**src/bfpt_pkg.sv**
```systemverilog
// Summary of operation
// - Status code: normal, start, retrip, failure, blocked
// - Blocking sampled once per processing tick
// - Pick-up unblocked raises START, timers run
// - Pick-up while blocked raises BLOCKED only
// - Late blocking clears START, timers release
// - Blocking raises notice and event with currents
// - Test switch blocks only in forcing mode
// - One pick-up starts both delay timers
// - Retrip enable, default on, hides retrip
// - RETRIP after retrip delay, 5 ms steps
// - Failure output after failure delay, 5 ms steps
// - Current-only mode ignores trip outputs
// - Current-and-output waits for trip output
// - Current-or-output runs while either active
// - Retrip off masks RETRIP; both timers still run
// - Comparators release below 97 percent threshold
// - Mode selector codes 0 to 10
// - Binary signals pick up without delay
package bfpt_pkg;
  localparam int unsigned CLK_HZ       = 25_000_000;
  localparam int unsigned TICK_US      = 5_000;
  localparam int unsigned TICK_CYCLES  = CLK_HZ / 1_000_000 * TICK_US;
  localparam int unsigned CUR_W        = 16;
  localparam int unsigned DLY_W        = 19;
  localparam int unsigned TICK_W       = 17;
  localparam int unsigned RELEASE_NUM  = 97;
  localparam int unsigned RELEASE_DEN  = 100;
  localparam logic [DLY_W-1:0] RETRIP_DLY_RST = 19'h0_0014;
  localparam logic [DLY_W-1:0] FAIL_DLY_RST   = 19'h0_0028;
  localparam logic RETRIP_EN_RST = 1'b1;

  typedef enum logic [3:0] {
    BFPT_MODE_CUR        = 4'h0,
    BFPT_MODE_DO         = 4'h1,
    BFPT_MODE_SIG        = 4'h2,
    BFPT_MODE_CUR_AND_DO = 4'h3,
    BFPT_MODE_CUR_OR_DO  = 4'h4,
    BFPT_MODE_CUR_AND_SG = 4'h5,
    BFPT_MODE_CUR_OR_SG  = 4'h6,
    BFPT_MODE_SG_AND_DO  = 4'h7,
    BFPT_MODE_SG_OR_DO   = 4'h8,
    BFPT_MODE_ANY        = 4'h9,
    BFPT_MODE_ALL        = 4'hA
  } bfpt_mode_t;

  typedef enum logic [2:0] {
    BFPT_ST_NORMAL  = 3'h0,
    BFPT_ST_START   = 3'h1,
    BFPT_ST_RETRIP  = 3'h2,
    BFPT_ST_FAIL    = 3'h3,
    BFPT_ST_BLOCKED = 3'h4
  } bfpt_status_t;

  typedef struct packed {
    logic [CUR_W-1:0] phase_a;
    logic [CUR_W-1:0] phase_b;
    logic [CUR_W-1:0] phase_c;
    logic [CUR_W-1:0] residual;
  } bfpt_meas_t;

  typedef struct packed {
    logic [CUR_W-1:0] max_phase;
    logic [CUR_W-1:0] residual;
    logic             phase_fault;
    logic             residual_fault;
  } bfpt_event_t;
endpackage

```
**src/bfpt_comparator.sv**
```systemverilog
`timescale 1ns/100ps
module bfpt_comparator (
  input  wire logic                               clock_i,
  input  wire logic                               reset_i,
  input  wire logic                               enable_i,
  input  wire logic                               tick_i,
  input  wire logic [bfpt_pkg::CUR_W-1:0]         value_i,
  input  wire logic [bfpt_pkg::CUR_W-1:0]         threshold_i,
  output logic                                    picked_o
);
  logic [bfpt_pkg::CUR_W+6:0] scaled_value;
  logic [bfpt_pkg::CUR_W+6:0] scaled_release;
  logic                       next_picked;

  always_comb begin
    scaled_value   = {7'h00, value_i} * 23'(bfpt_pkg::RELEASE_DEN);
    scaled_release = {7'h00, threshold_i} * 23'(bfpt_pkg::RELEASE_NUM);
    next_picked    = picked_o;
    if (tick_i) begin
      if (value_i > threshold_i) begin
        next_picked = 1'b1;
      end else if (scaled_value < scaled_release) begin
        next_picked = 1'b0;
      end
    end
  end

  always_ff @(posedge clock_i) begin
    if (reset_i) begin
      picked_o <= 1'b0;
    end else if (enable_i) begin
      picked_o <= next_picked;
    end
  end
endmodule

```
**src/bfpt_breaker_failure_protection_timing.sv**
```systemverilog
`timescale 1ns/100ps
module bfpt_breaker_failure_protection_timing #(
  parameter int unsigned TICK_CYCLES = bfpt_pkg::TICK_CYCLES
) (
  input  wire logic                           clock_i,
  input  wire logic                           reset_i,
  input  wire logic                           enable_i,
  input  wire bfpt_pkg::bfpt_meas_t           meas_i,
  input  wire logic [bfpt_pkg::CUR_W-1:0]     phase_pickup_threshold_i,
  input  wire logic [bfpt_pkg::CUR_W-1:0]     residual_pickup_threshold_i,
  input  wire logic                           residual_in_use_i,
  input  wire logic                           trip_output_i,
  input  wire logic                           trip_signal_i,
  input  wire logic                           block_i,
  input  wire logic                           test_block_switch_i,
  input  wire logic                           stage_forcing_i,
  input  wire logic [3:0]                     mode_i,
  input  wire logic                           retrip_enable_i,
  input  wire logic [bfpt_pkg::DLY_W-1:0]     redundant_trip_delay_i,
  input  wire logic [bfpt_pkg::DLY_W-1:0]     failure_delay_i,
  output logic                                start_o,
  output logic                                blocked_o,
  output logic                                retrip_o,
  output logic                                breaker_failure_output_o,
  output logic [2:0]                          function_status_code_o,
  output logic                                block_notice_o,
  output bfpt_pkg::bfpt_event_t               block_event_o
);
  logic [bfpt_pkg::TICK_W-1:0] tick_cnt;
  logic [bfpt_pkg::TICK_W-1:0] next_tick_cnt;
  logic                        tick;
  logic                        next_tick;
  logic [1:0]                  trip_out_sync;
  logic [1:0]                  trip_sig_sync;
  logic [1:0]                  block_sync;
  logic                        block_sampled;
  logic                        next_block_sampled;
  logic [2:0]                  phase_pick;
  logic                        res_pick;
  logic                        cur_pick;
  logic                        do_pick;
  logic                        sig_pick;
  logic                        pickup;
  logic                        run;
  logic [bfpt_pkg::DLY_W-1:0]  retrip_cnt;
  logic [bfpt_pkg::DLY_W-1:0]  fail_cnt;
  logic [bfpt_pkg::DLY_W-1:0]  next_retrip_cnt;
  logic [bfpt_pkg::DLY_W-1:0]  next_fail_cnt;
  logic                        next_start;
  logic                        next_blocked;
  logic                        next_retrip;
  logic                        next_fail;
  logic [2:0]                  next_status;
  logic                        next_notice;
  bfpt_pkg::bfpt_event_t       next_event;

  // Largest phase current is what the block event reports
  function automatic logic [bfpt_pkg::CUR_W-1:0] max2(
    input logic [bfpt_pkg::CUR_W-1:0] a,
    input logic [bfpt_pkg::CUR_W-1:0] b
  );
    max2 = (a > b) ? a : b;
  endfunction

  // Saturating count; a lowered delay trips at once, never wraps
  function automatic logic [bfpt_pkg::DLY_W-1:0] step(
    input logic [bfpt_pkg::DLY_W-1:0] cnt,
    input logic [bfpt_pkg::DLY_W-1:0] limit
  );
    step = (cnt < limit) ? cnt + 19'h0_0001 : cnt;
  endfunction

  // Blocked outranks failure, failure outranks retrip
  function automatic logic [2:0] status_of(
    input logic blk,
    input logic fail,
    input logic rtr,
    input logic st
  );
    if (blk)       status_of = 3'(bfpt_pkg::BFPT_ST_BLOCKED);
    else if (fail) status_of = 3'(bfpt_pkg::BFPT_ST_FAIL);
    else if (rtr)  status_of = 3'(bfpt_pkg::BFPT_ST_RETRIP);
    else if (st)   status_of = 3'(bfpt_pkg::BFPT_ST_START);
    else           status_of = 3'(bfpt_pkg::BFPT_ST_NORMAL);
  endfunction

  // Pins pass two flops; block sampled only on tick
  always_ff @(posedge clock_i) begin
    if (reset_i) begin
      trip_out_sync <= 2'h0;
      trip_sig_sync <= 2'h0;
      block_sync    <= 2'h0;
    end else if (enable_i) begin
      trip_out_sync <= {trip_out_sync[0], trip_output_i};
      trip_sig_sync <= {trip_sig_sync[0], trip_signal_i};
      block_sync    <= {block_sync[0], block_i};
    end
  end

  // Tick length is a parameter only so benches can shorten it
  always_comb begin
    next_tick     = 1'b0;
    next_tick_cnt = tick_cnt + 17'h0_0001;
    if (tick_cnt == 17'(TICK_CYCLES - 1)) begin
      next_tick_cnt = 17'h0_0000;
      next_tick     = 1'b1;
    end
    next_block_sampled = block_sampled;
    if (next_tick) begin
      next_block_sampled = block_sync[1] | (stage_forcing_i & test_block_switch_i);
    end
  end

  // Block sample is taken one edge before the tick acts
  always_ff @(posedge clock_i) begin
    if (reset_i) begin
      tick_cnt      <= 17'h0_0000;
      tick          <= 1'b0;
      block_sampled <= 1'b0;
    end else if (enable_i) begin
      tick_cnt      <= next_tick_cnt;
      tick          <= next_tick;
      block_sampled <= next_block_sampled;
    end
  end

  // Comparators 0 to 2 watch the phases, 3 the residual input
  for (genvar i = 0; i < 4; i++) begin : g_cmp
    logic [bfpt_pkg::CUR_W-1:0] val;
    logic                       pick;
    assign val = meas_i[bfpt_pkg::CUR_W*(3-i) +: bfpt_pkg::CUR_W];
    bfpt_comparator u_cmp (
      .clock_i     (clock_i),
      .reset_i     (reset_i),
      .enable_i    (enable_i),
      .tick_i      (tick),
      .value_i     (val),
      .threshold_i ((i == 3) ? residual_pickup_threshold_i : phase_pickup_threshold_i),
      .picked_o    (pick)
    );
  end
  assign phase_pick = {g_cmp[0].pick, g_cmp[1].pick, g_cmp[2].pick};
  assign res_pick   = g_cmp[3].pick & residual_in_use_i;

  // Pick-up per mode; binary inputs act with no delay
  always_comb begin
    cur_pick = (|phase_pick) | res_pick;
    do_pick  = trip_out_sync[1];
    sig_pick = trip_sig_sync[1];
    case (bfpt_pkg::bfpt_mode_t'(mode_i))
      bfpt_pkg::BFPT_MODE_CUR:        pickup = cur_pick;
      bfpt_pkg::BFPT_MODE_DO:         pickup = do_pick;
      bfpt_pkg::BFPT_MODE_SIG:        pickup = sig_pick;
      bfpt_pkg::BFPT_MODE_CUR_AND_DO: pickup = cur_pick & do_pick;
      bfpt_pkg::BFPT_MODE_CUR_OR_DO:  pickup = cur_pick | do_pick;
      bfpt_pkg::BFPT_MODE_CUR_AND_SG: pickup = cur_pick & sig_pick;
      bfpt_pkg::BFPT_MODE_CUR_OR_SG:  pickup = cur_pick | sig_pick;
      bfpt_pkg::BFPT_MODE_SG_AND_DO:  pickup = sig_pick & do_pick;
      bfpt_pkg::BFPT_MODE_SG_OR_DO:   pickup = sig_pick | do_pick;
      bfpt_pkg::BFPT_MODE_ANY:        pickup = cur_pick | do_pick | sig_pick;
      bfpt_pkg::BFPT_MODE_ALL:        pickup = cur_pick & do_pick & sig_pick;
      default:                        pickup = cur_pick;
    endcase
    run = pickup & ~block_sampled;
  end

  // Timers act on tick so all decisions use one block sample
  always_comb begin
    next_retrip_cnt = retrip_cnt;
    next_fail_cnt   = fail_cnt;
    next_start      = start_o;
    next_blocked    = blocked_o;
    next_retrip     = retrip_o;
    next_fail       = breaker_failure_output_o;
    next_notice     = 1'b0;
    next_event      = block_event_o;
    if (tick) begin
      next_start   = run;
      next_blocked = pickup & block_sampled;
      if (run) begin
        next_retrip_cnt = step(retrip_cnt, redundant_trip_delay_i);
        next_fail_cnt   = step(fail_cnt, failure_delay_i);
      end else begin
        next_retrip_cnt = 19'h0_0000;
        next_fail_cnt   = 19'h0_0000;
      end
      // A delay changed mid-run takes effect at the next tick
      next_retrip = run & retrip_enable_i & (next_retrip_cnt >= redundant_trip_delay_i);
      next_fail   = run & (next_fail_cnt >= failure_delay_i);
      // Event captured once, on the rising edge of blocked
      if (next_blocked & ~blocked_o) begin
        next_notice                = 1'b1;
        next_event.max_phase       = max2(max2(meas_i.phase_a, meas_i.phase_b), meas_i.phase_c);
        next_event.residual        = meas_i.residual;
        next_event.phase_fault     = |phase_pick;
        next_event.residual_fault  = res_pick;
      end
    end
    next_status = status_of(next_blocked, next_fail, next_retrip, next_start);
  end

  // Every output is a flop; status moves on the same edge
  always_ff @(posedge clock_i) begin
    if (reset_i) begin
      retrip_cnt               <= 19'h0_0000;
      fail_cnt                 <= 19'h0_0000;
      start_o                  <= 1'b0;
      blocked_o                <= 1'b0;
      retrip_o                 <= 1'b0;
      breaker_failure_output_o <= 1'b0;
      function_status_code_o   <= 3'h0;
      block_notice_o           <= 1'b0;
      block_event_o            <= '0;
    end else if (enable_i) begin
      retrip_cnt               <= next_retrip_cnt;
      fail_cnt                 <= next_fail_cnt;
      start_o                  <= next_start;
      blocked_o                <= next_blocked;
      retrip_o                 <= next_retrip;
      breaker_failure_output_o <= next_fail;
      function_status_code_o   <= next_status;
      block_notice_o           <= next_notice;
      block_event_o            <= next_event;
    end
  end
endmodule

```
**config.mk**
```make
export PLATFORM = sky130hd
export DESIGN_NAME = bfpt_breaker_failure_protection_timing
export DESIGN_NICKNAME = d
export VERILOG_FILES = /design/src/bfpt_pkg.sv /design/src/bfpt_comparator.sv /design/src/bfpt_breaker_failure_protection_timing.sv
export SDC_FILE = /design/constraint.sdc
export NUM_CORES = 1
export LEC_CHECK = 0
export ABC_AREA = 1
export ABC_CLOCK_PERIOD_IN_PS = 13000
export BUFFER_PORTS_ARGS = -buffer_cell sky130_fd_sc_hd__clkbuf_2
export CORE_MARGIN = 10
export CORE_UTILIZATION = 54
export CTS_CLUSTER_DIAMETER = 40
export DETAILED_ROUTE_END_ITERATION = 6
export GPL_TIMING_DRIVEN = 0
export PLACE_DENSITY_LB_ADDON = 0.2
export RECOVER_POWER = 100
export SLEW_MARGIN = 15
export SYNTH_ARGS = -nofsm -noshare
export SYNTH_HDL_FRONTEND = slang
export SYNTH_SLANG_ARGS = --single-unit
```
**constraint.sdc**
```tcl
create_clock -name clock_i -period 13 [get_ports clock_i]
set_input_delay 1.3 -clock clock_i [delete_from_list [all_inputs] [get_ports clock_i]]
set_output_delay 1.3 -clock clock_i [all_outputs]
set_load 0.05 [all_outputs]
```
==> flow_metrics.py <==
metrics = {
    "outcome": {
        "status": "completed",
    },
    "placement": {
        "port_buffers": 189,
        "dpl-instance-area_um2": 22650,
        "post-dp-hpwl_um": 50130,
        "globalplace.congestion": 0.9161,
    },
    "yosys": {
        "synth_nets": 3759,
        "netlist_area_um2": 21060,
        "syn_area_per_cell_um2": 7.154,
        "synthTopCellsByArea": "ha_1 36%, inv_1 11%, dfxtp_1 10%",
        "synth_cells": 2943,
        "yosysMostFrequentCell": "ha_1",
        "synth.distinct_cells": 43,
        "netlist.area_leader.share_pct": 36.13,
        "synthArstFlopShare_pct": 0,
        "yosys-top-cells-count": "608 x ha_1, 592 x inv_1, 474 x nand2_1",
        "synth_top_area_cell": "ha_1",
        "yosysWarnings": 0,
        "ys_seq_area_share_pct": 10.27,
        "ys_ff_latch": 108,
        "ys.flop_type": "dfxtp_1",
        "synth_enable_flop_cells": 0,
    },
    "critical_path": {
        "reg2reg_depth": 24,
        "r2r-end": "function_status_code_o[0]$_SDFFE_PP0P_",
        "worstReg2RegStart": "g_cmp[2].u_cmp.picked_o$_SDFFE_PP0P_",
        "cp_slowest_cell": "fa_1",
        "cp_max_fo": 4,
        "cp-end-kind": "flop",
        "path_class": "primary input to flop",
        "worst_ep_arrival_time_ns": 6.36,
        "path_common_cell": "nand2_1",
        "critPathCapture": "g_cmp[1].u_cmp.picked_o$_SDFFE_PP0P_",
        "required_ns": 13.22,
        "reg2reg_slack_ns": 8.40,
        "slowest_delay_ns": 0.50,
        "start_kind": "primary input",
        "crit_start": "phase_pickup_threshold_i[5]",
    },
    "sta": {
        "hold_viol": 0,
        "fin_hold_ws_ns": 0.4699,
        "setup_viol": 0,
        "slew_headroom_pct": 47.22,
        "min_period_over_period_pct": 47.20,
        "post-route-min-period_ns": 6.136,
        "slew_viol_final": 0,
        "tns_ns": 0,
        "clock_skew_ns": 0.01350,
        "rsz0062_at_grt": "no",
        "worst_slew_pin_slew_ns": 0.7917,
        "fmax_ghz": 0.1630,
    },
    "global_route": {
        "grt_overflow": 0,
        "grt_max_degree": 20,
        "grt_pass1_wl_um": 93720,
        "antenna_found_initial": 7,
        "first_global_vias": 19356,
        "grt_usage_pct": 24.00,
    },
    "clock_network": {
        "clock-sinks": 108,
        "ctsHoldBuffers": 0,
        "clkTransAtPathRegs_ns": 0.08,
        "clock_latency_ns": 0.37,
        "cts_tree": "done",
        "cts_root_buf": "clkbuf_16",
        "cts_buffers": 9,
        "post_cts_resized": 0,
        "htreeDepth": 3,
        "cts_buffer_depth": 2,
        "postCtsSetupBuffers": 0,
    },
    "power_and_ir_drop": {
        "p_leak_nw": 12.95,
        "powerDensity_nw_per_um2": 92.03,
        "ir_drop_mv": 0.07211,
        "p_total_w": 0.002102,
    },
    "cells_and_area": {
        "fin_area_um2": 22840,
        "nets": 3959,
        "drive_gt1_share_pct": 5.559,
        "area.growth.synth_to_final_pct": 8.480,
        "final_core_util_pct": 59.10,
    },
    "die": {
        "ios": 190,
        "num_rows": 72,
        "die_area_um2": 47290,
        "die_height_um": 217.5,
        "initial_core_util_pct": 54.48,
        "fp.coreArea_um2": 38650,
        "die_x_um": 217.5,
    },
    "detailed_routing": {
        "postRouteAntennaNets": 0,
        "wl_um": 57190,
        "dr.pass1.iters": 7,
        "vias": 19643,
        "drt_first_iter_violations": 986,
        "post_drt_wl_per_cell_um": 15.58,
        "routed_via_density": 5.351,
        "drc_errors": 0,
    },
    "worst_hold_path": {
        "worst_hold_path_type": "flop to flop",
    },
    "flow_run": {
        "maxCapViolCount": 0,
    },
}
registers in the layout, indices dropped and copies added, names as in the netlist, 2 cells and up:
| signal | flops |
|---|---|
| block_event_o | 34 |
| fail_cnt | 19 |
| retrip_cnt | 19 |
| tick_cnt | 17 |
| g_cmp.u_cmp.picked_o | 4 |
| block_sync | 2 |
| function_status_code_o | 2 |
| trip_out_sync | 2 |
| trip_sig_sync | 2 |
logic make-up (layout without fill, tap and decap cells):
family                   count (synthesis)  in the layout  synth area share [%]
XOR/XNOR                               116            116                 4.825
flip-flops                             108            108                 10.27
other                                    0              5                     0
AO/OA/AOI/OAI                          586            586                 14.95
adder cells (fa/ha/maj)                668            668                 41.84
AND/OR/NAND/NOR                        823            823                 16.48
buffers and inverters                  642            847                 11.64
layer usage:
metal  share of wire [%]  vias to the layer above  global-route usage [%]
met3                 5.5                       83                   4.300
met1                  46                     8952                   30.12
met2                  46                      437                   41.28
li1                    -                    10167                       -
met5               0.056                        -                       0
met4                 2.7                        4                   6.502
through the flow:
step                      cells  setup slack (ns)
after floorplan            2943             7.657
after global placement     3650             6.626
after detailed placement   3650             6.602
after CTS                  3666             6.964
after global routing       3669             6.417
final                      3671             6.864
worst max-delay path: cells and delay by family:
kind                       cells  cell delay (ns)
xor gates and xnor gates       1             0.36
buffers and inverters          4             0.36
and+or+nand+nor                9             1.02
AOI/OAI and AO/OA              6             1.28
adders and majority gates      6             2.02
power breakdown:
group          leakage (nW)  internal [W]  switching (W)
logic                  11.9      0.000602       0.000887
registers             0.872      0.000332     0.00000176
clock network         0.147      0.000140       0.000139
total                  12.9       0.00107        0.00103
area by class of cell:
class,count,area (µm²)
inverter,597,2241
timing repair buffer,189,885.9
clock buffer,10,239.0
multi-input combinational,2193,16410
antenna,5,12.51
clock inverter,6,53.80
tap,518,648.1
sequential,108,2162
buffer,45,188.9
fill,3787,15810
layout by cell type (no fill, tap or decap), drive strengths merged, types with 2 or more instances in the layout:
cell type / instances
fa: 60
a211o: 2
nor2: 157
nor3: 46
o21ai: 188
nand4: 42
buf: 7
xnor2: 33
o21bai: 5
a21oi: 313
diode: 5
dfxtp: 108
inv: 601
a211oi: 12
nand2: 475
clkinv: 2
clkbuf: 237
a21boi: 8
a21o: 3
nand3: 82
o221ai: 8
nor4b: 4
xor2: 83
o211ai: 14
nor3b: 4
nor4: 6
a31oi: 9
nand3b: 2
o21a: 11
o31ai: 12
or2: 4
ha: 608
worst min path at each step:
stage	startpoint	endpoint	slack (ns)	depth (start not counted)
after floorplan	g_cmp[3].u_cmp.picked_o$_SDFFE_PP0P_	g_cmp[3].u_cmp.picked_o$_SDFFE_PP0P_	0.44	2
after global placement	block_event_o[6]$_SDFFE_PP0P_	block_event_o[6]$_SDFFE_PP0P_	0.45	2
after detailed placement	block_event_o[4]$_SDFFE_PP0P_	block_event_o[4]$_SDFFE_PP0P_	0.46	2
after CTS	block_event_o[4]$_SDFFE_PP0P_	block_event_o[4]$_SDFFE_PP0P_	0.47	2
after global routing	block_event_o[7]$_SDFFE_PP0P_	block_event_o[7]$_SDFFE_PP0P_	0.49	2
final	block_event_o[4]$_SDFFE_PP0P_	block_event_o[4]$_SDFFE_PP0P_	0.47	2
Power figures use the tool's default switching activity.
